===== config.mk =====
export PLATFORM = sky130hd
export DESIGN_NAME = process_image_mapper
export DESIGN_NICKNAME = d
export VERILOG_FILES = /design/src/rtl/image_map_pkg.sv /design/src/rtl/led_status_byte.sv /design/src/rtl/process_image_mapper.sv
export SDC_FILE = /design/constraint.sdc
export NUM_CORES = 1
export LEC_CHECK = 0
export BUFFER_PORTS_ARGS = -buffer_cell sky130_fd_sc_hd__buf_4
export CAP_MARGIN = 20
export CORE_UTILIZATION = 37
export CTS_CLUSTER_DIAMETER = 40
export DETAILED_ROUTE_END_ITERATION = 8
export GPL_ROUTABILITY_DRIVEN = 1
export PLACE_DENSITY = 0.7
export SETUP_SLACK_MARGIN = 0.05
export SLEW_MARGIN = 0
export SYNTH_ARGS = -nofsm -noshare
export SYNTH_HDL_FRONTEND = slang
export SYNTH_SLANG_ARGS = --single-unit

===== constraint.sdc =====
create_clock -name sys_clk -period 2.3 [get_ports sys_clk]
set_input_delay 0.23 -clock sys_clk [delete_from_list [all_inputs] [get_ports sys_clk]]
set_output_delay 0.23 -clock sys_clk [all_outputs]
set_load 0.05 [all_outputs]

===== src/rtl/image_map_pkg.sv =====
// constants for the process image mapper
`default_nettype none
package image_map_pkg;
	// ----------------------------------------------------------------
	// assembly instances and frame lengths
	// ----------------------------------------------------------------
	localparam logic [7:0] IN_INST_TABLES  = 8'h64;
	localparam logic [7:0] IN_INST_PLAIN   = 8'h65;
	localparam logic [7:0] OUT_INST_TABLES = 8'h96;
	localparam logic [7:0] OUT_INST_PLAIN  = 8'h97;
	localparam logic [7:0] CFG_INST        = 8'h04;
	localparam logic [7:0] CFG_LEN         = 8'h00;
	localparam logic [5:0] LEN_SHORT       = 6'h11;
	localparam logic [5:0] LEN_LONG        = 6'h20;
	localparam logic [5:0] IMG_BYTES       = 6'h10;
	localparam logic [5:0] TBL_NUM_POS     = 6'h10;
	localparam logic [5:0] SEG_NUM_POS     = 6'h11;
	localparam logic [5:0] CNT_MAX         = 6'h3f;
	// ----------------------------------------------------------------
	// register map
	// ----------------------------------------------------------------
	localparam logic [7:0] ADDR_CTRL   = 8'h00;
	localparam logic [7:0] ADDR_STATUS = 8'h04;
	localparam logic [7:0] ADDR_MASK   = 8'h08;
	localparam logic [7:0] ADDR_INFO   = 8'h0c;
	localparam logic [7:0] ADDR_LED    = 8'h10;
	localparam logic [2:0] STATUS_RST  = 3'h0;
	localparam logic [2:0] MASK_RST    = 3'h0;
	localparam int ST_FRAME_OK = 0;
	localparam int ST_LEN_ERR  = 1;
	localparam int ST_TABLE    = 2;
	// ----------------------------------------------------------------
	// led status byte bit positions
	// ----------------------------------------------------------------
	localparam int LED_OUT_FAULT = 0;
	localparam int LED_IN_FAULT  = 1;
	localparam int LED_FAULT     = 2;
	localparam int LED_DIAGNOSTIC_INDICATOR      = 3;
	localparam int LED_FS_RUN    = 4;
	localparam int LED_EXCHANGE  = 5;
	localparam int LED_ST_RUN    = 6;
	localparam int LED_RSVD      = 7;
endpackage
`default_nettype wire


===== src/rtl/led_status_byte.sv =====
// packs base unit indicator states into the led status byte
`timescale 1ns/10ps
`default_nettype none
module led_status_byte (
	input  wire logic       output_fault_indicator,
	input  wire logic       input_fault_indicator,
	input  wire logic       fault_indicator,
	input  wire logic       diagnostic_indicator,
	input  wire logic       failsafe_run_indicator,
	input  wire logic       standard_run_indicator,
	input  wire logic       exchange_active,
	output logic [7:0]      status_byte
);
	import image_map_pkg::*;
	always_comb begin
		status_byte                = 8'h00;
		status_byte[LED_OUT_FAULT] = output_fault_indicator;
		status_byte[LED_IN_FAULT]  = input_fault_indicator;
		status_byte[LED_FAULT]     = fault_indicator;
		status_byte[LED_DIAGNOSTIC_INDICATOR]      = diagnostic_indicator;
		status_byte[LED_FS_RUN]    = failsafe_run_indicator;
		status_byte[LED_EXCHANGE]  = exchange_active;
		status_byte[LED_ST_RUN]    = standard_run_indicator;
		status_byte[LED_RSVD]      = 1'b0;
	end
endmodule // led_status_byte
`default_nettype wire


===== src/rtl/process_image_mapper.sv =====
// cyclic process image framer between fieldbus master and base unit
// Function
// each cyclic frame is exactly 17 or 32 bytes; other lengths rejected
// input 100/101 and output 150/151 instances select 32 or 17 bytes
// instance numbers are fixed; configuration instance 4 has no data
// virtual input number is eight times byte index plus bit index
// virtual output n sits in bit n mod 8 of byte n div 8
// output image carries one extra led status byte
// led bits set while indicator lit or flashing; bit 7 reads zero
// led bit 5 shows cyclic data exchange active
// master sends table and segment numbers; device returns 15 bytes
// block starts operating after reset without any command
// in the 17-byte image the led byte sits at position 16
`timescale 1ns/10ps
`default_nettype none
module process_image_mapper (
	input  wire logic         sys_clk,
	input  wire logic         rst_n,
	input  wire logic [7:0]   reg_addr,
	input  wire logic [31:0]  reg_wdata,
	input  wire logic         reg_wr,
	input  wire logic         reg_rd,
	output logic [31:0]       reg_rdata,
	output logic              irq,
	input  wire logic         rx_valid,
	input  wire logic [7:0]   rx_data,
	input  wire logic         rx_last,
	output logic              tx_valid,
	output logic [7:0]        tx_data,
	output logic              tx_last,
	output logic [127:0]      virtual_input_n,
	input  wire logic [127:0] virtual_output_n,
	input  wire logic         output_fault_indicator,
	input  wire logic         input_fault_indicator,
	input  wire logic         fault_indicator,
	input  wire logic         diagnostic_indicator,
	input  wire logic         failsafe_run_indicator,
	input  wire logic         standard_run_indicator,
	output logic              table_req,
	output logic [7:0]        table_num,
	output logic [7:0]        segment_num,
	input  wire logic         table_ack,
	input  wire logic [119:0] table_segment
);
	import image_map_pkg::*;
	// ----------------------------------------------------------------
	// state
	// ----------------------------------------------------------------
	typedef enum logic [2:0] {
		ST_IDLE = 3'b001,
		ST_WAIT = 3'b010,
		ST_SEND = 3'b100
	} tx_state_e;

	tx_state_e      state_reg, state_next;
	logic [7:0]     in_inst_reg, in_inst_next;
	logic [7:0]     out_inst_reg, out_inst_next;
	logic [2:0]     status_reg, status_next;
	logic [2:0]     mask_reg, mask_next;
	logic [31:0]    rdata_reg, rdata_next;
	logic           irq_reg, irq_next;
	logic [5:0]     rx_cnt_reg, rx_cnt_next;
	logic [127:0]   rx_shadow_reg, rx_shadow_next;
	logic [7:0]     tbl_reg, tbl_next;
	logic [7:0]     seg_reg, seg_next;
	logic [127:0]   vin_reg, vin_next;
	logic           active_reg, active_next;
	logic [255:0]   img_reg, img_next;
	logic [5:0]     tx_cnt_reg, tx_cnt_next;
	logic [5:0]     tx_len_reg, tx_len_next;
	logic           tx_valid_reg, tx_valid_next;
	logic [7:0]     tx_data_reg, tx_data_next;
	logic           tx_last_reg, tx_last_next;
	logic           treq_reg, treq_next;
	logic [7:0]     led_byte;
	logic [5:0]     rx_len;
	logic           frame_ok;
	logic           frame_bad;
	logic [2:0]     set_bits;

	led_status_byte u_led (
		.output_fault_indicator (output_fault_indicator),
		.input_fault_indicator  (input_fault_indicator),
		.fault_indicator        (fault_indicator),
		.diagnostic_indicator   (diagnostic_indicator),
		.failsafe_run_indicator (failsafe_run_indicator),
		.standard_run_indicator (standard_run_indicator),
		.exchange_active        (active_reg),
		.status_byte            (led_byte)
	);

	// ----------------------------------------------------------------
	// receive path from the master
	// ----------------------------------------------------------------
	always_comb begin
		rx_len = (in_inst_reg == IN_INST_TABLES) ? LEN_LONG : LEN_SHORT;
		frame_ok = rx_valid && rx_last && (rx_cnt_reg == rx_len - 6'h01);
		frame_bad = rx_valid && rx_last && !frame_ok;
		rx_cnt_next = rx_cnt_reg;
		rx_shadow_next = rx_shadow_reg;
		tbl_next = tbl_reg;
		seg_next = seg_reg;
		vin_next = vin_reg;
		active_next = active_reg;
		if (rx_valid) begin
			if (rx_cnt_reg < IMG_BYTES) begin
				rx_shadow_next[{rx_cnt_reg[3:0], 3'h0} +: 8] = rx_data;
			end
			if (rx_cnt_reg == TBL_NUM_POS) begin
				tbl_next = rx_data;
			end
			if (rx_cnt_reg == SEG_NUM_POS) begin
				seg_next = rx_data;
			end
			// saturate so an overlong frame cannot wrap into a legal length
			if (rx_last) begin
				rx_cnt_next = 6'h00;
			end else if (rx_cnt_reg != CNT_MAX) begin
				rx_cnt_next = rx_cnt_reg + 6'h01;
			end
		end
		if (frame_ok) begin
			vin_next = rx_shadow_next;
			active_next = 1'b1;
		end else if (frame_bad) begin
			active_next = 1'b0;
		end
	end

	// ----------------------------------------------------------------
	// transmit path to the master
	// ----------------------------------------------------------------
	always_comb begin
		state_next = state_reg;
		img_next = img_reg;
		tx_cnt_next = tx_cnt_reg;
		tx_len_next = tx_len_reg;
		tx_valid_next = 1'b0;
		tx_data_next = 8'h00;
		tx_last_next = 1'b0;
		treq_next = 1'b0;
		case (state_reg)
			ST_IDLE: begin
				// a reply already in progress keeps its image; a frame that
				// ends meanwhile updates inputs but gets no reply of its own
				if (frame_ok) begin
					img_next[127:0] = virtual_output_n;
					img_next[135:128] = led_byte;
					tx_cnt_next = 6'h00;
					if (out_inst_reg == OUT_INST_TABLES) begin
						tx_len_next = LEN_LONG;
					end else begin
						tx_len_next = LEN_SHORT;
					end
					if (out_inst_reg == OUT_INST_TABLES &&
						in_inst_reg == IN_INST_TABLES) begin
						treq_next = 1'b1;
						state_next = ST_WAIT;
					end else begin
						state_next = ST_SEND;
					end
				end
			end
			ST_WAIT: begin
				if (table_ack) begin
					img_next[255:136] = table_segment;
					state_next = ST_SEND;
				end
			end
			ST_SEND: begin
				tx_valid_next = 1'b1;
				tx_data_next = img_reg[{tx_cnt_reg[4:0], 3'h0} +: 8];
				tx_last_next = (tx_cnt_reg == tx_len_reg - 6'h01);
				tx_cnt_next = tx_cnt_reg + 6'h01;
				if (tx_last_next) begin
					state_next = ST_IDLE;
				end
			end
			default: begin
				state_next = ST_IDLE;
			end
		endcase
	end

	// ----------------------------------------------------------------
	// register port and interrupt
	// ----------------------------------------------------------------
	always_comb begin
		in_inst_next = in_inst_reg;
		out_inst_next = out_inst_reg;
		mask_next = mask_reg;
		rdata_next = 32'h00000000;
		set_bits = 3'h0;
		set_bits[ST_FRAME_OK] = frame_ok;
		set_bits[ST_LEN_ERR] = frame_bad;
		set_bits[ST_TABLE] = (state_reg == ST_WAIT) && table_ack;
		status_next = status_reg;
		if (reg_wr) begin
			if (reg_addr == ADDR_CTRL) begin
				// only the fixed instance numbers are taken
				if (reg_wdata[7:0] == IN_INST_TABLES ||
					reg_wdata[7:0] == IN_INST_PLAIN) begin
					in_inst_next = reg_wdata[7:0];
				end
				if (reg_wdata[15:8] == OUT_INST_TABLES ||
					reg_wdata[15:8] == OUT_INST_PLAIN) begin
					out_inst_next = reg_wdata[15:8];
				end
			end else if (reg_addr == ADDR_STATUS) begin
				status_next = status_reg & ~reg_wdata[2:0];
			end else if (reg_addr == ADDR_MASK) begin
				mask_next = reg_wdata[2:0];
			end
		end
		status_next = status_next | set_bits;
		if (reg_rd) begin
			if (reg_addr == ADDR_CTRL) begin
				rdata_next = {16'h0000, out_inst_reg, in_inst_reg};
			end else if (reg_addr == ADDR_STATUS) begin
				rdata_next = {29'h00000000, status_reg};
			end else if (reg_addr == ADDR_MASK) begin
				rdata_next = {29'h00000000, mask_reg};
			end else if (reg_addr == ADDR_INFO) begin
				rdata_next = {16'h0000, CFG_LEN, CFG_INST};
			end else if (reg_addr == ADDR_LED) begin
				rdata_next = {24'h000000, led_byte};
			end else begin
				rdata_next = 32'h00000000;
			end
		end
		irq_next = |(status_next & mask_next);
	end

	// ----------------------------------------------------------------
	// registers
	// ----------------------------------------------------------------
	always_ff @(posedge sys_clk) begin
		if (!rst_n) begin
			state_reg <= ST_IDLE;
			in_inst_reg <= IN_INST_TABLES;
			out_inst_reg <= OUT_INST_TABLES;
			status_reg <= STATUS_RST;
			mask_reg <= MASK_RST;
			rdata_reg <= 32'h00000000;
			irq_reg <= 1'b0;
			rx_cnt_reg <= 6'h00;
			rx_shadow_reg <= 128'h0;
			tbl_reg <= 8'h00;
			seg_reg <= 8'h00;
			vin_reg <= 128'h0;
			active_reg <= 1'b0;
			img_reg <= 256'h0;
			tx_cnt_reg <= 6'h00;
			tx_len_reg <= LEN_SHORT;
			tx_valid_reg <= 1'b0;
			tx_data_reg <= 8'h00;
			tx_last_reg <= 1'b0;
			treq_reg <= 1'b0;
		end else begin
			state_reg <= state_next;
			in_inst_reg <= in_inst_next;
			out_inst_reg <= out_inst_next;
			status_reg <= status_next;
			mask_reg <= mask_next;
			rdata_reg <= rdata_next;
			irq_reg <= irq_next;
			rx_cnt_reg <= rx_cnt_next;
			rx_shadow_reg <= rx_shadow_next;
			tbl_reg <= tbl_next;
			seg_reg <= seg_next;
			vin_reg <= vin_next;
			active_reg <= active_next;
			img_reg <= img_next;
			tx_cnt_reg <= tx_cnt_next;
			tx_len_reg <= tx_len_next;
			tx_valid_reg <= tx_valid_next;
			tx_data_reg <= tx_data_next;
			tx_last_reg <= tx_last_next;
			treq_reg <= treq_next;
		end
	end

	assign reg_rdata = rdata_reg;
	assign irq = irq_reg;
	assign tx_valid = tx_valid_reg;
	assign tx_data = tx_data_reg;
	assign tx_last = tx_last_reg;
	assign virtual_input_n = vin_reg;
	assign table_req = treq_reg;
	assign table_num = tbl_reg;
	assign segment_num = seg_reg;
endmodule // process_image_mapper
`default_nettype wire


==> results.py <==
metrics = {
    "clocking": {
        "htree_levels": 3,
        "cts_made_buffers": 91,
        "cts.sinks": 595,
        "clk_pin_slew_ns": 0.06,
        "cts_tree": "yes",
        "clockBufferDepth": 3,
        "clock_latency_ns": 0.64,
        "root_buffer": "clkbuf_16",
    },
    "timing": {
        "relSlewSlack": 0.523,
        "hold_viol": 0,
        "worst_slew_pin_slew_ns": 0.708,
        "setup_viol": 261,
        "layout_setup_ws_ns": -0.217,
        "fmax_ghz": 0.397,
        "layout_min_cycle_time_ns": 2.52,
        "tns_ns": -22.38,
        "post-route-period-util": 1.09,
        "final.setup_skew_ns": 0.0339,
        "grt_setup_unrepaired": "true",
        "final_max_slew_viol_count": 0,
    },
    "status": {
        "violations": "DRC, setup timing",
        "status": "finished with violations",
    },
    "critical_path": {
        "crit_type": "flip-flop to flip-flop",
        "rr_endpoint": "img_reg[58]$_SDFFE_PN0P_",
        "critPathMaxFanout": 8,
        "crit_path_start_kind": "flip-flop",
        "path_cells": "or4b_4 -> buf_6 -> o2111a_2 -> o211ai_1 -> buf_6 -> buf_12 -> nand2_1 -> a21oi_2",
        "cp-end-kind": "flip-flop",
        "cpMaxStageDelayCell": "or4b_4",
        "reg2reg_depth": 8,
        "crit_end": "img_reg[58]$_SDFFE_PN0P_",
        "worstSetupStartpoint": "in_inst_reg[0]$_SDFFE_PN0P_",
        "cp_common_cell": "buf_6",
        "max_stage_delay_ns": 0.57,
        "cp_data_arrival_time_ns": 3.07,
        "r2r_slack_ns": -0.22,
        "required_ns": 2.86,
        "r2r_start": "in_inst_reg[0]$_SDFFE_PN0P_",
    },
    "logic_synthesis": {
        "synth_top_family_by_area": "simple AND/OR/NAND/NOR gates",
        "synth_edf_count": 0,
        "synth-seq-cells": 595,
        "synth_fa_ha_area_frac": 0.00272,
        "ys_seq_area_frac": 0.518,
        "yosysTopAreaCellShare": 0.518,
        "yosysTopAreaCell": "dfxtp_1",
        "synth_ff_type": "dfxtp_1",
        "syn_area_mm2": 0.0230,
        "muxShareOfSynthArea": 0.138,
        "synth_area_leaders": "dfxtp_1 52%, nand2_1 8.9%, a21oi_1 8.3%",
        "avgSynthCellArea_um2": 9.10,
        "ys_types": 64,
        "synth_compound_area_frac": 0.133,
        "synth_simple_gate_area_frac": 0.163,
        "synth-xor-area-share": 0.00304,
        "ys_warn_count": 0,
        "synth-async-reset-ratio": 0,
        "synth_cells": 2529,
    },
    "detailed_routing": {
        "final_antenna_net_count": 0,
        "drcViolationCount": 2,
        "vias": 23514,
        "vias_per_cell": 5.47,
        "drt_iter0_markers": 2254,
        "first_pass_iters": 8,
        "routedWlPerCell_um": 22.2,
        "routed_wl_um": 95700,
    },
    "global_routing": {
        "grt_usage": 0.267,
        "grt_pass1_vias": 22826,
        "grt_start_max_net_pins": 101,
        "antenna_found_initial": 6,
        "grt_overflow_total": 0,
        "grt_pass1_wl_um": 131000,
    },
    "final_layout": {
        "nFillCells": 4650,
        "syn_to_final_growth_pct": 61.5,
        "drive_above_1_share": 0.350,
        "largest_reg_flops": 255,
        "final_nets": 3698,
    },
    "power": {
        "p_sw_frac": 0.237,
        "power.leakage_nw": 15.0,
        "power_frac_seq": 0.386,
        "clockPowerShare": 0.560,
        "p_per_area_mw_per_mm2": 720,
        "p_int_mw": 20.4,
        "power_switching_mw": 6.35,
        "p_total_mw": 26.8,
        "ir_worst_vdd_v": 0.000567,
        "power.share.combinational": 0.054,
    },
    "placed_design": {
        "gp_congestion": 0.860,
        "post-dp-hpwl_um": 49500,
        "port_buffers": 464,
        "dpl_worst_slack_ns": -0.124,
    },
    "die": {
        "row_count": 91,
        "core_area_mm2": 0.0616,
        "die_h_um": 251,
        "start_util": 0.374,
        "fp.dieArea_mm2": 0.0632,
        "ioPinCount": 497,
        "die_x_um": 251,
    },
    "worst_hold_path": {
        "holdPathStages": 3,
        "hp-class": "primary input to flip-flop",
    },
    "run": {
        "max_cap_violations": 0,
    },
}
==> critical path: cells and delay by family (launching register included) <==
kind,cells,cell delay (ns)
AOI/OAI and AO/OA,3,0.76
buffers and inverters,3,0.53
DFF,1,0.32
and+or+nand+nor,2,0.84
==> synthesized netlist by cell type (8+ instances only) <==
cell type and count:
a211oi_1 25, mux2i_1 165, nand2_1 547, or3_1 9, o21ai_0 129, nor2_1 203, nand3_1 14, nand4_1 9
buf_2 46, dfxtp_1 595, buf_4 19, clkbuf_1 140, a21oi_1 383, nor3b_1 19, mux4_2 64, and3_1 14
mux2_2 8, and2_1 30
==> power groups by stage <==
stage | combinational, mW | sequential [mW] | clock (mW)
2_1_floorplan | 0.345 | 10.6 | 0
3_3_place_gp | 0.928 | 10.6 | 0
3_5_place_dp | 0.925 | 10.6 | 0
4_1_cts | 1.30 | 10.3 | 15.0
5_1_grt | 1.49 | 10.3 | 15.6
6_report | 1.44 | 10.3 | 15.0
==> worst min path at each step <==
stage	startpoint	end	slack, ns
after floorplan	diagnostic_indicator	reg_rdata[3]$_SDFF_PN0_	0.36
after global placement	img_reg[107]$_SDFFE_PN0P_	img_reg[107]$_SDFFE_PN0P_	0.44
after detailed placement	img_reg[86]$_SDFFE_PN0P_	img_reg[86]$_SDFFE_PN0P_	0.44
after CTS	rx_data[6]	table_num[6]$_SDFFE_PN0P_	0.008
after global routing	rx_data[3]	table_num[3]$_SDFFE_PN0P_	0.03
final	rx_data[3]	table_num[3]$_SDFFE_PN0P_	0.05
==> repair_timing <==
action | in CTS | in global routing
buffers inserted | 32 | 34
pin swaps | 15 | 97
endpoints found under the setup margin | 256 | 317
gates resized for setup | 75 | 426
hold buffers | 266 | 0
cloned | 27 | 22
endpoints found under the hold margin | 272 | 0
==> area by class of cell <==
type / instances / area (um2) / share of cell area
diodes: 7 / 17.5 / 0.000471
clock buffers: 102 / 2410 / 0.0649
clock inverters: 64 / 923 / 0.0249
inverters: 6 / 30.0 / 0.000808
multi-input cells: 1730 / 11400 / 0.306
flip-flops and latches: 595 / 11900 / 0.321
well taps: 837 / 1050 / 0.0282
repair buffers: 960 / 9420 / 0.254
==> routing by layer <==
layer | vias to the layer above | share of wire | GRT usage
li1 | 10411 | - | -
met4 | 2 | 0.065 | 0.154
met2 | 1429 | 0.47 | 0.430
met3 | 480 | 0.091 | 0.0610
met5 | - | 0.000073 | 0.00154
met1 | 11192 | 0.38 | 0.327
==> logic make-up after synthesis <==
| group | after synthesis |
|---|---|
| AO/OA/AOI/OAI | 575 |
| buffers and inverters | 219 |
| AND/OR/NAND/NOR | 889 |
| adder cells (fa/ha/maj) | 5 |
| multiplexers | 237 |
| other | 1 |
| XOR/XNOR | 8 |
| flip-flops | 595 |
==> cells in the final DEF, fill, tap and decap left out, types with 8 or more instances in the layout <==
cell,synthesis,final
nor3b_1,19,13
and2_1,30,29
dfxtp_1,595,592
mux2i_1,165,162
clkbuf_16,0,116
bufinv_16,0,14
nor2_1,203,196
o21ai_1,2,15
and3_1,14,14
nand2_4,0,42
buf_8,0,18
buf_4,19,565
a21oi_2,0,85
a21oi_1,383,297
clkinv_4,0,13
o21ai_0,129,67
a211oi_1,25,17
or3_1,9,9
buf_6,1,28
buf_16,0,21
mux4_2,64,64
nand4_1,9,9
inv_6,0,15
mux2_2,8,8
a211oi_2,0,8
nand3_1,14,13
o21ai_2,0,44
nand2_1,547,447
nand2_2,0,58
conb_1,1,16
dlygate4sd3_1,0,266
buf_12,0,40
==> metrics by stage <==
stage	hold slack [ns]	utilization	std cells	instance area [um2]
final	0.0529	0.603	4301	37200
after global routing	0.0330	0.603	4299	37100
after CTS	0.00788	0.574	4254	35400
after detailed placement	0.443	0.455	3763	28000
after global placement	0.436	0.455	3763	28000
after floorplan	0.356	-	2544	23100
(Power assumes the default switching activity.)
